`src/light_sensor_consts.svh`:
```
// Offsets, field positions, reset values and timing figures of the light sensor control block
`ifndef LIGHT_SENSOR_CONSTS_SVH
`define LIGHT_SENSOR_CONSTS_SVH
`define MEAS_CFG_ADDR   8'h0A
`define INT_CFG_ADDR    8'h0B
`define FLAG_ADDR       8'h0C
`define MEAS_CFG_RESET  16'h3208
`define INT_CFG_RESET   16'h8011
`define MEAS_CFG_WMASK  16'hBFFF
`define INT_CFG_WMASK   6'h3D
`define FAST_STANDBY_EXIT_BIT       15
`define RANGE_MSB       13
`define RANGE_LSB       10
`define CTIME_MSB       9
`define CTIME_LSB       6
`define MODE_MSB        5
`define MODE_LSB        4
`define LATCH_BIT       3
`define POL_BIT         2
`define FAULT_MSB       1
`define FAULT_LSB       0
`define CHSEL_BIT       5
`define DIR_BIT         4
`define ICFG_MSB        3
`define ICFG_LSB        2
`define BURST_BIT       0
`define RANGE_AUTO      4'hC
`define CLK_MHZ         125
`define CONV_US_0       600
`define CONV_US_1       1000
`define CONV_US_2       1800
`define CONV_US_3       3400
`define CONV_US_4       6500
`define CONV_US_5       12700
`define CONV_US_6       25000
`define CONV_US_7       50000
`define CONV_US_8       100000
`define CONV_US_9       200000
`define CONV_US_10      400000
`define CONV_US_11      800000
`endif

```
`src/light_sensor_pkg.sv`:
```
// Types shared by the light sensor control block
package light_sensor_pkg;
    typedef enum logic [1:0] {
        MODE_OFF = 2'h0, MODE_FORCED = 2'h1, MODE_ONESHOT = 2'h2, MODE_CONT = 2'h3
    } op_mode_t;
    typedef enum logic [5:0] {
        I_IDLE = 6'h01, I_ADDR = 6'h02, I_ACK = 6'h04,
        I_WR = 6'h08, I_RD = 6'h10, I_RACK = 6'h20
    } i2c_state_t;
    typedef enum logic [1:0] {ENG_IDLE = 2'h1, ENG_RUN = 2'h2} eng_state_t;
    typedef struct packed {
        eng_state_t  st;
        logic [31:0] cnt;
        logic [3:0]  hcnt;
        logic [3:0]  lcnt;
        logic        eoc;
        logic        ready;
        logic        fh;
        logic        fl;
    } eng_regs_t;
    typedef struct packed {
        logic        scl_q;
        logic        sda_q;
        i2c_state_t  st;
        logic [3:0]  bitc;
        logic [7:0]  sh;
        logic [7:0]  ptr;
        logic [7:0]  wr_msb;
        logic [15:0] word;
        logic        ptr_ph;
        logic        hi_ph;
        logic        rd_lo;
        logic        rw;
        logic        nack;
        logic        sda_oe_n;
        logic        sda_out;
        logic [15:0] meas;
        logic [5:0]  intc;
        logic        start;
        logic        clr;
        logic [1:0]  eoc_cnt;
        logic        conv_irq;
        logic        trig_q;
        logic        irq_out;
        logic        irq_oe_n;
        logic        bias;
        logic        auto_rng;
        logic [3:0]  rng;
    } cfg_regs_t;
endpackage

```
`src/conv_if.sv`:
```
// Link between the register side and the conversion engine
`timescale 1ns/1ps
interface conv_if;
    logic        start;
    logic        cont;
    logic        clr;
    logic        latch;
    logic        ch_sel;
    logic [3:0]  ctime;
    logic [1:0]  fault;
    logic [15:0] ch0;
    logic [15:0] ch1;
    logic [15:0] hi;
    logic [15:0] lo;
    logic        eoc;
    logic        busy;
    logic        ready;
    logic        flag_h;
    logic        flag_l;
    modport ctrl (output start, cont, clr, latch, ch_sel, ctime, fault, ch0, ch1, hi, lo,
                  input eoc, busy, ready, flag_h, flag_l);
    modport eng  (input start, cont, clr, latch, ch_sel, ctime, fault, ch0, ch1, hi, lo,
                  output eoc, busy, ready, flag_h, flag_l);
endinterface

```
`src/conv_engine.sv`:
```
// Conversion timer, threshold fault counting and status flags
`timescale 1ns/1ps
`include "light_sensor_consts.svh"
module conv_engine
    import light_sensor_pkg::*;
#(
    parameter int CYCLES_PER_US = `CLK_MHZ
) (
    input  wire logic i_ref_clk,
    input  wire logic i_resetn,
    conv_if.eng       cv
);
    localparam eng_regs_t ENG_RST = '{st: ENG_IDLE, default: '0};

    if (CYCLES_PER_US < 1 || CYCLES_PER_US > 2000) begin : g_chk
        $error("CYCLES_PER_US out of range");
    end

    eng_regs_t   q;
    eng_regs_t   d;
    logic [31:0] lim;
    logic [15:0] sel;
    logic [3:0]  need;
    logic [3:0]  hnext;
    logic [3:0]  lnext;

    function automatic logic [31:0] conv_cycles(input logic [3:0] code);
        int us;
        case (code)
            4'h0: us = `CONV_US_0;
            4'h1: us = `CONV_US_1;
            4'h2: us = `CONV_US_2;
            4'h3: us = `CONV_US_3;
            4'h4: us = `CONV_US_4;
            4'h5: us = `CONV_US_5;
            4'h6: us = `CONV_US_6;
            4'h7: us = `CONV_US_7;
            4'h8: us = `CONV_US_8;
            4'h9: us = `CONV_US_9;
            4'hA: us = `CONV_US_10;
            default: us = `CONV_US_11;
        endcase
        return 32'(us * CYCLES_PER_US);
    endfunction

    always_comb begin
        d = q;
        d.eoc = 1'b0;
        lim = conv_cycles(cv.ctime);
        sel = cv.ch_sel ? cv.ch1 : cv.ch0;
        need = 4'h1 << cv.fault;
        hnext = (sel > cv.hi) ? ((q.hcnt == 4'h8) ? 4'h8 : q.hcnt + 4'h1) : 4'h0;
        lnext = (sel < cv.lo) ? ((q.lcnt == 4'h8) ? 4'h8 : q.lcnt + 4'h1) : 4'h0;
        if (cv.clr) begin
            d.ready = 1'b0;
            if (cv.latch) begin
                d.fh = 1'b0;
                d.fl = 1'b0;
            end
        end
        case (q.st)
            ENG_IDLE: begin
                if (cv.start || cv.cont) begin
                    d.st = ENG_RUN;
                    d.cnt = 32'h0000_0000;
                end
            end
            ENG_RUN: begin
                if (q.cnt >= lim - 32'h1) begin
                    d.eoc = 1'b1;
                    d.ready = 1'b1;
                    d.hcnt = hnext;
                    d.lcnt = lnext;
                    if (cv.latch) begin
                        d.fh = d.fh || (hnext >= need);
                        d.fl = d.fl || (lnext >= need);
                    end else begin
                        d.fh = hnext >= need;
                        d.fl = lnext >= need;
                    end
                    d.cnt = 32'h0000_0000;
                    d.st = cv.cont ? ENG_RUN : ENG_IDLE;
                end else begin
                    d.cnt = q.cnt + 32'h1;
                end
            end
            default: d = ENG_RST;
        endcase
    end

    always_ff @(posedge i_ref_clk or negedge i_resetn) begin
        if (!i_resetn) begin
            q <= ENG_RST;
        end else begin
            q <= d;
        end
    end

    assign cv.eoc    = q.eoc;
    assign cv.busy   = q.st == ENG_RUN;
    assign cv.ready  = q.ready;
    assign cv.flag_h = q.fh;
    assign cv.flag_l = q.fl;

    ready_set_a: assert property (@(posedge i_ref_clk) disable iff (!i_resetn)
        (q.st == ENG_RUN && q.cnt >= lim - 32'h1) |=> cv.ready && cv.eoc)
        else $error("ready flag not set at end of conversion");
    conv_early_a: assert property (@(posedge i_ref_clk) disable iff (!i_resetn)
        (q.st == ENG_RUN && q.cnt < lim - 32'h1) |=> !cv.eoc)
        else $error("conversion ended before its time");
    fault_need_a: assert property (@(posedge i_ref_clk) disable iff (!i_resetn)
        ($rose(q.fh) && $stable(cv.fault)) |-> q.hcnt >= need)
        else $error("high flag raised before fault count reached");
    flag_hold_a: assert property (@(posedge i_ref_clk) disable iff (!i_resetn)
        (cv.latch && q.fh && !cv.clr && $stable(cv.latch)) |=> q.fh)
        else $error("latched high flag dropped without clear");
endmodule

```
`src/light_sensor_config_int.sv`:
```
// I2C register target, control registers and interrupt pin of the light sensor
`timescale 1ns/1ps
`include "light_sensor_consts.svh"
module light_sensor_config_int
    import light_sensor_pkg::*;
#(
    parameter logic [6:0] DEV_ADDR      = 7'h44,
    parameter int         CYCLES_PER_US = `CLK_MHZ
) (
    input  wire logic        i_ref_clk,
    input  wire logic        i_resetn,
    input  wire logic        i_scl,
    input  wire logic        i_sda,
    output wire logic        o_sda_out,
    output wire logic        o_sda_oe_n,
    input  wire logic        i_irq_pin,
    output wire logic        o_irq_pin,
    output wire logic        o_irq_pin_oe_n,
    input  wire logic [15:0] i_ch0_level,
    input  wire logic [15:0] i_ch1_level,
    input  wire logic [15:0] i_thresh_high,
    input  wire logic [15:0] i_thresh_low,
    output wire logic [3:0]  o_range_code,
    output wire logic        o_auto_range,
    output wire logic        o_fast_standby_exit
);
    localparam logic [15:0] MEAS_RST = `MEAS_CFG_RESET;
    localparam logic [15:0] INT_RST  = `INT_CFG_RESET;
    localparam cfg_regs_t   CFG_RST  = '{
        st: I_IDLE, scl_q: 1'b1, sda_q: 1'b1, ptr_ph: 1'b1, hi_ph: 1'b1,
        sda_oe_n: 1'b1, meas: MEAS_RST, intc: INT_RST[5:0], trig_q: 1'b1,
        irq_out: 1'b1, auto_rng: 1'b1, rng: MEAS_RST[`RANGE_MSB:`RANGE_LSB],
        default: '0
    };

    cfg_regs_t   q;
    cfg_regs_t   d;
    conv_if      cv ();
    logic        scl_rise;
    logic        scl_fall;
    logic        st_cond;
    logic        sp_cond;
    logic [15:0] rd_val;
    logic [15:0] wdata;
    logic [1:0]  mode;
    logic [1:0]  icfg;
    logic        burst;
    logic        dir_out;
    logic        pol;
    logic        hit;
    logic        active;

    conv_engine #(
        .CYCLES_PER_US (CYCLES_PER_US)
    ) u_engine (
        .i_ref_clk (i_ref_clk),
        .i_resetn  (i_resetn),
        .cv        (cv.eng)
    );

    assign mode    = q.meas[`MODE_MSB:`MODE_LSB];
    assign icfg    = q.intc[`ICFG_MSB:`ICFG_LSB];
    assign burst   = q.intc[`BURST_BIT];
    assign dir_out = q.intc[`DIR_BIT];
    assign pol     = q.meas[`POL_BIT];

    assign cv.start  = q.start;
    assign cv.cont   = mode == MODE_CONT;
    assign cv.clr    = q.clr;
    assign cv.latch  = q.meas[`LATCH_BIT];
    assign cv.ch_sel = q.intc[`CHSEL_BIT];
    assign cv.ctime  = q.meas[`CTIME_MSB:`CTIME_LSB];
    assign cv.fault  = q.meas[`FAULT_MSB:`FAULT_LSB];
    assign cv.ch0    = i_ch0_level;
    assign cv.ch1    = i_ch1_level;
    assign cv.hi     = i_thresh_high;
    assign cv.lo     = i_thresh_low;

    always_comb begin
        case (q.ptr)
            `MEAS_CFG_ADDR: rd_val = q.meas;
            `INT_CFG_ADDR:  rd_val = {INT_RST[15:6], q.intc};
            `FLAG_ADDR:     rd_val = {12'h000, 1'b0, cv.ready, cv.flag_h, cv.flag_l};
            default:        rd_val = 16'h0000;
        endcase
    end

    always_comb begin
        d = q;
        d.scl_q = i_scl;
        d.sda_q = i_sda;
        d.trig_q = i_irq_pin;
        d.start = 1'b0;
        d.clr = 1'b0;
        scl_rise = !q.scl_q && i_scl;
        scl_fall = q.scl_q && !i_scl;
        st_cond = q.scl_q && i_scl && q.sda_q && !i_sda;
        sp_cond = q.scl_q && i_scl && !q.sda_q && i_sda;
        wdata = {q.wr_msb, q.sh};
        hit = 1'b0;
        case (q.st)
            I_IDLE: ;
            I_ADDR, I_WR: begin
                if (scl_rise) begin
                    d.sh = {q.sh[6:0], i_sda};
                    d.bitc = q.bitc + 4'h1;
                end else if (scl_fall && q.bitc == 4'h8) begin
                    d.st = I_ACK;
                    d.sda_oe_n = 1'b0;
                    if (q.st == I_ADDR) begin
                        d.rw = q.sh[0];
                        if (q.sh[7:1] != DEV_ADDR) begin
                            d.st = I_IDLE;
                            d.sda_oe_n = 1'b1;
                        end
                    end else if (q.ptr_ph) begin
                        d.ptr = q.sh;
                        d.ptr_ph = 1'b0;
                    end else if (q.hi_ph) begin
                        d.wr_msb = q.sh;
                        d.hi_ph = 1'b0;
                    end else begin
                        d.hi_ph = 1'b1;
                        case (q.ptr)
                            `MEAS_CFG_ADDR: begin
                                d.meas = wdata & `MEAS_CFG_WMASK;
                                // With the pin as input the conversion waits for its trigger
                                if (dir_out && (wdata[`MODE_MSB:`MODE_LSB] == MODE_FORCED ||
                                    wdata[`MODE_MSB:`MODE_LSB] == MODE_ONESHOT)) begin
                                    d.start = 1'b1;
                                end
                            end
                            `INT_CFG_ADDR: d.intc = wdata[5:0] & `INT_CFG_WMASK;
                            `FLAG_ADDR:    d.clr = wdata != 16'h0000;
                            default: ;
                        endcase
                    end
                end
            end
            I_ACK, I_RACK: begin
                if (scl_rise) begin
                    d.nack = i_sda;
                end else if (scl_fall) begin
                    d.bitc = 4'h0;
                    if (q.st == I_ACK && !q.rw) begin
                        d.sda_oe_n = 1'b1;
                        d.st = I_WR;
                    end else if (q.st == I_RACK && q.nack) begin
                        d.sda_oe_n = 1'b1;
                        d.st = I_IDLE;
                    end else begin
                        d.st = I_RD;
                        if (!q.rd_lo) begin
                            d.word = rd_val;
                            d.sh = rd_val[15:8];
                            d.clr = q.ptr == `FLAG_ADDR;
                        end else begin
                            d.sh = q.word[7:0];
                        end
                        d.sda_oe_n = d.sh[7];
                    end
                end
            end
            I_RD: begin
                if (scl_fall) begin
                    if (q.bitc == 4'h7) begin
                        d.st = I_RACK;
                        d.sda_oe_n = 1'b1;
                        d.rd_lo = !q.rd_lo;
                        if (q.rd_lo && burst) begin
                            d.ptr = q.ptr + 8'h01;
                        end
                    end else begin
                        d.bitc = q.bitc + 4'h1;
                        d.sh = {q.sh[6:0], 1'b0};
                        d.sda_oe_n = q.sh[6];
                    end
                end
            end
            default: d.st = I_IDLE;
        endcase
        if (st_cond) begin
            d.st = I_ADDR;
            d.bitc = 4'h0;
            d.sda_oe_n = 1'b1;
            d.ptr_ph = 1'b1;
            d.hi_ph = 1'b1;
            d.rd_lo = 1'b0;
        end else if (sp_cond) begin
            d.st = I_IDLE;
            d.sda_oe_n = 1'b1;
        end
        // External trigger when the pin is an input
        if (!dir_out && !q.trig_q && i_irq_pin && !cv.busy &&
            (mode == MODE_FORCED || mode == MODE_ONESHOT)) begin
            d.start = 1'b1;
        end
        if (cv.eoc) begin
            d.eoc_cnt = q.eoc_cnt + 2'h1;
            if (mode == MODE_FORCED || mode == MODE_ONESHOT) begin
                d.meas[`MODE_MSB:`MODE_LSB] = MODE_OFF;
            end
            case (icfg)
                2'h1:    hit = 1'b1;
                2'h2:    hit = q.eoc_cnt[0];
                2'h3:    hit = q.eoc_cnt == 2'h3;
                default: hit = 1'b0;
            endcase
        end
        if (d.clr) begin
            d.conv_irq = 1'b0;
        end
        if (hit) begin
            d.conv_irq = 1'b1;
        end
        active = (icfg == 2'h0) ? (cv.flag_h || cv.flag_l) : q.conv_irq;
        d.irq_out = active ? pol : !pol;
        d.irq_oe_n = !dir_out;
        d.rng = q.meas[`RANGE_MSB:`RANGE_LSB];
        d.auto_rng = q.meas[`RANGE_MSB:`RANGE_LSB] == `RANGE_AUTO || mode == MODE_FORCED;
        d.bias = q.meas[`FAST_STANDBY_EXIT_BIT] && !cv.busy &&
                 (mode == MODE_FORCED || mode == MODE_ONESHOT);
    end

    always_ff @(posedge i_ref_clk or negedge i_resetn) begin
        if (!i_resetn) begin
            q <= CFG_RST;
        end else begin
            q <= d;
        end
    end

    assign o_sda_out           = q.sda_out;
    assign o_sda_oe_n          = q.sda_oe_n;
    assign o_irq_pin           = q.irq_out;
    assign o_irq_pin_oe_n      = q.irq_oe_n;
    assign o_range_code        = q.rng;
    assign o_auto_range        = q.auto_rng;
    assign o_fast_standby_exit = q.bias;

    rsv_bits_a: assert property (@(posedge i_ref_clk) disable iff (!i_resetn)
        q.meas[14] == 1'b0 && q.intc[1] == 1'b0)
        else $error("reserved control bit is set");
    pin_dir_a: assert property (@(posedge i_ref_clk) disable iff (!i_resetn)
        $changed(dir_out) |=> o_irq_pin_oe_n == !$past(dir_out))
        else $error("interrupt pin direction not followed");
    pin_level_a: assert property (@(posedge i_ref_clk) disable iff (!i_resetn)
        (icfg != 2'h0 && q.conv_irq && $stable(pol)) |=> o_irq_pin == $past(pol))
        else $error("interrupt pin not at asserted level");
    burst_ptr_a: assert property (@(posedge i_ref_clk) disable iff (!i_resetn)
        (q.st == I_RD && scl_fall && q.bitc == 4'h7 && q.rd_lo && !st_cond && !sp_cond)
        |=> q.ptr == $past(q.ptr) + {7'h00, $past(burst)})
        else $error("read pointer step wrong after word read");
    oneshot_end_a: assert property (@(posedge i_ref_clk) disable iff (!i_resetn)
        (cv.eoc && mode == MODE_ONESHOT && !(q.st == I_WR && scl_fall))
        |=> mode == MODE_OFF)
        else $error("one-shot did not return to power-down");
    addr_ack_a: assert property (@(posedge i_ref_clk) disable iff (!i_resetn)
        (q.st == I_ADDR && scl_fall && q.bitc == 4'h8 && q.sh[7:1] == DEV_ADDR && !sp_cond)
        |=> q.st == I_ACK ##1 o_sda_oe_n == 1'b0)
        else $error("own address not acknowledged");
    trig_start_a: assert property (@(posedge i_ref_clk) disable iff (!i_resetn)
        (!dir_out && !q.trig_q && i_irq_pin && !cv.busy &&
         (mode == MODE_FORCED || mode == MODE_ONESHOT)) |=> ##1 cv.busy)
        else $error("pin trigger did not start a conversion");
    irq_idle_a: assert property (@(posedge i_ref_clk) disable iff (!i_resetn)
        (icfg != 2'h0 && !q.conv_irq) |=> o_irq_pin == !$past(pol))
        else $error("interrupt pin not at idle level");
    every_conv_a: assert property (@(posedge i_ref_clk) disable iff (!i_resetn)
        (cv.eoc && icfg == 2'h1) |=> q.conv_irq)
        else $error("conversion interrupt missed");
    wake_mode_a: assert property (@(posedge i_ref_clk) disable iff (!i_resetn)
        (mode == MODE_OFF || mode == MODE_CONT) |=> !o_fast_standby_exit)
        else $error("quick wake outside one-shot");
    auto_rng_a: assert property (@(posedge i_ref_clk) disable iff (!i_resetn)
        (q.meas[`RANGE_MSB:`RANGE_LSB] == `RANGE_AUTO) |=> o_auto_range)
        else $error("auto range not reported");
    range_copy_a: assert property (@(posedge i_ref_clk) disable iff (!i_resetn)
        1'b1 |=> o_range_code == $past(q.meas[`RANGE_MSB:`RANGE_LSB]))
        else $error("range code not passed on");
    sda_idle_a: assert property (@(posedge i_ref_clk) disable iff (!i_resetn)
        (q.st == I_IDLE) |-> o_sda_oe_n)
        else $error("data line driven while idle");
endmodule

```
`config.mk`:
```
export PLATFORM = sky130hd
export DESIGN_NAME = light_sensor_config_int
export DESIGN_NICKNAME = d
export VERILOG_FILES = /design/src/light_sensor_pkg.sv /design/src/conv_if.sv /design/src/conv_engine.sv /design/src/light_sensor_config_int.sv
export VERILOG_INCLUDE_DIRS = /design/src
export SDC_FILE = /design/constraint.sdc
export NUM_CORES = 1
export LEC_CHECK = 0
export ABC_AREA = 1
export BUFFER_PORTS_ARGS = -buffer_cell sky130_fd_sc_hd__buf_2
export CAP_MARGIN = 5
export CORE_ASPECT_RATIO = 0.7
export CORE_MARGIN = 4
export CORE_UTILIZATION = 61
export CTS_CLUSTER_DIAMETER = 100
export DETAILED_ROUTE_END_ITERATION = 7
export PLACE_DENSITY_LB_ADDON = 0.3
export SLEW_MARGIN = 40
export SYNTH_ARGS = -nofsm -noshare
export SYNTH_HDL_FRONTEND = slang
export SYNTH_SLANG_ARGS = --single-unit
export TNS_END_PERCENT = 30
```
`constraint.sdc`:
```
create_clock -name i_ref_clk -period 18.2 [get_ports i_ref_clk]
set_clock_uncertainty 0.15 [all_clocks]
set_input_delay 3.64 -clock i_ref_clk [delete_from_list [all_inputs] [get_ports i_ref_clk]]
set_output_delay 3.64 -clock i_ref_clk [all_outputs]
set_load 0.02 [all_outputs]
```
==> metrics <==
critical path's slowest cell=dfrtp_1; P per Cell Area=56.54 nW/um^2; sum of net half-perimeters after detailed placement=27660 um; wire length of the first global-routing pass=56960 um; placer's final routability congestion estimate=0.9328; Sum Neg Setup Slack=0 ns; Syn Std Cell Area=13670 um^2; Max VDD drop=0.06577 mV; leading cell type by number of instances after synthesis=nand2_1; WL per Instance=15.70 um; filler instances=1863; WP buf/inv=8; cell taking the most area after synthesis=dfrtp_1; via count of the first global-routing pass=11380; wire length on met2=13820 um; setup violators final=0; reported max-cap violation count=0; Nets=2195; Overflow after GRT=0; number of storage elements in the synthesis netlist=130; reported leakage power=0.007722 uW; area inside the core boundary=21850 um^2; number of design rule violations left after detail routing=0; final core occ=0.6794; Netlist cell types=53; TritonCTS clock tree=yes; initial antenna violation count=0; setup repair after global routing missed its margin=false; total number of H-tree levels=4; number of instances resized during post-cts repair=0; worst endpoint required time=18.37 ns; number of top-level pins=79; layout-stage area growth over the synthesis result=8.616%; y dimension of the die=133.2 um; Clock Latency Late Sink=0.43 ns; buffer type at the clock tree root=clkbuf_16; predominant post-synthesis flop cell=dfrtp_1; Mean Syn Cell Area=7.546 um^2; global-route usage over all layers=0.2772; sum of routed wire length over all layers=34210 um; total routed wire length on the met1 layer=17060 um; final count of pins violating max slew=0; Die Width=186.9 um; Area contributors post-synth=dfrtp_1, ha_1, nand2_1, fa_1, inv_1; number of antenna-violating nets in the routed design=0; cell count after synthesis=1811; top metal layer carrying routed signals=met4; largest net degree at the start of global routing=80; postcts setup bufs=0; DIE AREA=24900 um^2; overall via count from detail_route=11920; Period minus WS final=8.086 ns; final cycle utilization of the critical path=0.4443; outcome=finished, final reports clean; number of port buffers=77; Design Area, Final=14840 um^2; Reg clk slew, reported paths=0.06 ns; met3 routed WL=2922 um; Hold Path Class=reg2reg; crit start category=register; number of sinks handled by clock tree synthesis=130; delay of the slowest cell on the worst path=0.65 ns; sequential cell area fraction in the yosys report=0.2397; number of buffers created by CTS=17; Synth top cells by count=nand2_1, inv_1, ha_1; PnR Total Power=839.3 uW; number of flops mapped to enable cells by yosys=0; crit path capture type=register; share of the synthesized area in the top cell type=0.2051; Pre-Repair DR Iteration Count=5; number of hold-slack violations in the final timing report=0; Placed Area=14270 um^2; class of the most critical setup path=reg2reg; Max Fanout on Critical Path=29; DR vias/cell=5.469; layout cells sized above 1=0.1128; gate family responsible for the most delay along the worst path=adder cells; Async SR Flop Fraction=1.000; endpoint arrival time on the critical path=8.26 ns; slew at the pin closest to its max-slew limit=0.7472 ns; number of hold buffers added after CTS=0; Max Buffers Root-to-Sink=2; starting density of the core=0.6255; worst slew margin relative to its limit=0.5013; Ys Warns=0; antenna diode count=0; First DRT Iteration DRCs=1148; Core Rows=45; FMAX=123.7 MHz
[metrics by stage]
step | worst slack [ns] | hold WS, ns | std cells
after detailed placement | 10.26 | 0.2523 | 2147
after CTS | 10.21 | 0.2615 | 2179
after global placement | 10.05 | 0.2496 | 2147
final | 10.11 | 0.2605 | 2179
after global routing | 9.561 | 0.2676 | 2179
after floorplan | 11.52 | 0.2174 | 1812
[layer usage]
| layer | global-route usage | vias to the layer above |
|---|---|---|
| li1 | - | 5874 |
| met1 | 0.4321 | 5550 |
| met2 | 0.3963 | 454 |
| met3 | 0.06234 | 39 |
| met4 | 0.05419 | 0 |
| met5 | 0 | - |
[logic make-up after synthesis]
group	share of synthesized area
compound gates	0.1080
xor+xnor	0.04038
fa+ha+maj	0.2606
buf+inv	0.1114
flops	0.2397
mux	0.0008240
other cells	0.0005496
simple gates	0.2385
[cells in the final DEF (no fill, tap or decap), drive strengths merged, types with 3 or more instances in the layout]
cell type,netlist,layout
fa,71,71
o211ai,4,4
dfstp,18,18
nand2,416,416
o31ai,4,4
or2,10,10
conb,2,3
a22oi,3,3
inv,352,352
nand3b,10,10
nand4,23,23
nor3,32,32
xnor2,29,29
nor2,149,149
xor2,34,34
nor4,11,11
dfrtp,112,112
a21oi,94,94
o22ai,3,3
nand3,82,82
buf,18,81
o21bai,3,3
a31oi,4,4
o21ai,127,127
clkinvlp,0,5
ha,171,171
clkbuf,10,23
clkinv,2,4
a21o,9,9
[sequential cells by signal, indices dropped and copies added, names as in the netlist, 2 cells and up]
register      cells
o_range_code      4
cv.fault          2
q                54
mode              2
cv.ctime          4
d                 4
icfg              2
u_engine.q       42
[where the power goes]
part | internal, uW | switching, uW
Sequential | 313 | 27.0
Combinational | 56.4 | 102
Clock | 208 | 132
Total | 578 | 262
[worst paths after layout]
| check | start | to | slack (ns) | cells after the start |
|---|---|---|---|---|
| min reg2reg | d[2]$_DFFE_PN1P_ | o_range_code[2]$_DFF_PN1_ | 0.26 | 0 |
| max in group asynchronous | i_resetn | q[84]$_DFFE_PN0P_ | 13.82 | 2 |
| max reg2reg | cv.ctime[2]$_DFFE_PN0P_ | u_engine.q[43]$_DFFE_PN0P_ | 10.11 | 34 |
| min in group asynchronous | i_resetn | u_engine.q[10]$_DFFE_PN0P_ | 3.01 | 1 |
| min | d[2]$_DFFE_PN1P_ | o_range_code[2]$_DFF_PN1_ | 0.26 | 0 |
| max | cv.ctime[2]$_DFFE_PN0P_ | u_engine.q[43]$_DFFE_PN0P_ | 10.11 | 34 |
[area by class of cell]
cell class | count | area (um^2) | share of cell area
inverters | 354 | 1329 | 0.08952
well taps | 282 | 352.8 | 0.02377
repair buffers | 81 | 425.4 | 0.02866
clock inverters | 9 | 107.6 | 0.007249
multi-input cells | 1300 | 8885 | 0.5986
clock buffers | 23 | 467.9 | 0.03153
flip-flops and latches | 130 | 3276 | 0.2207
Note: power is estimated with default switching activity, not from simulation.
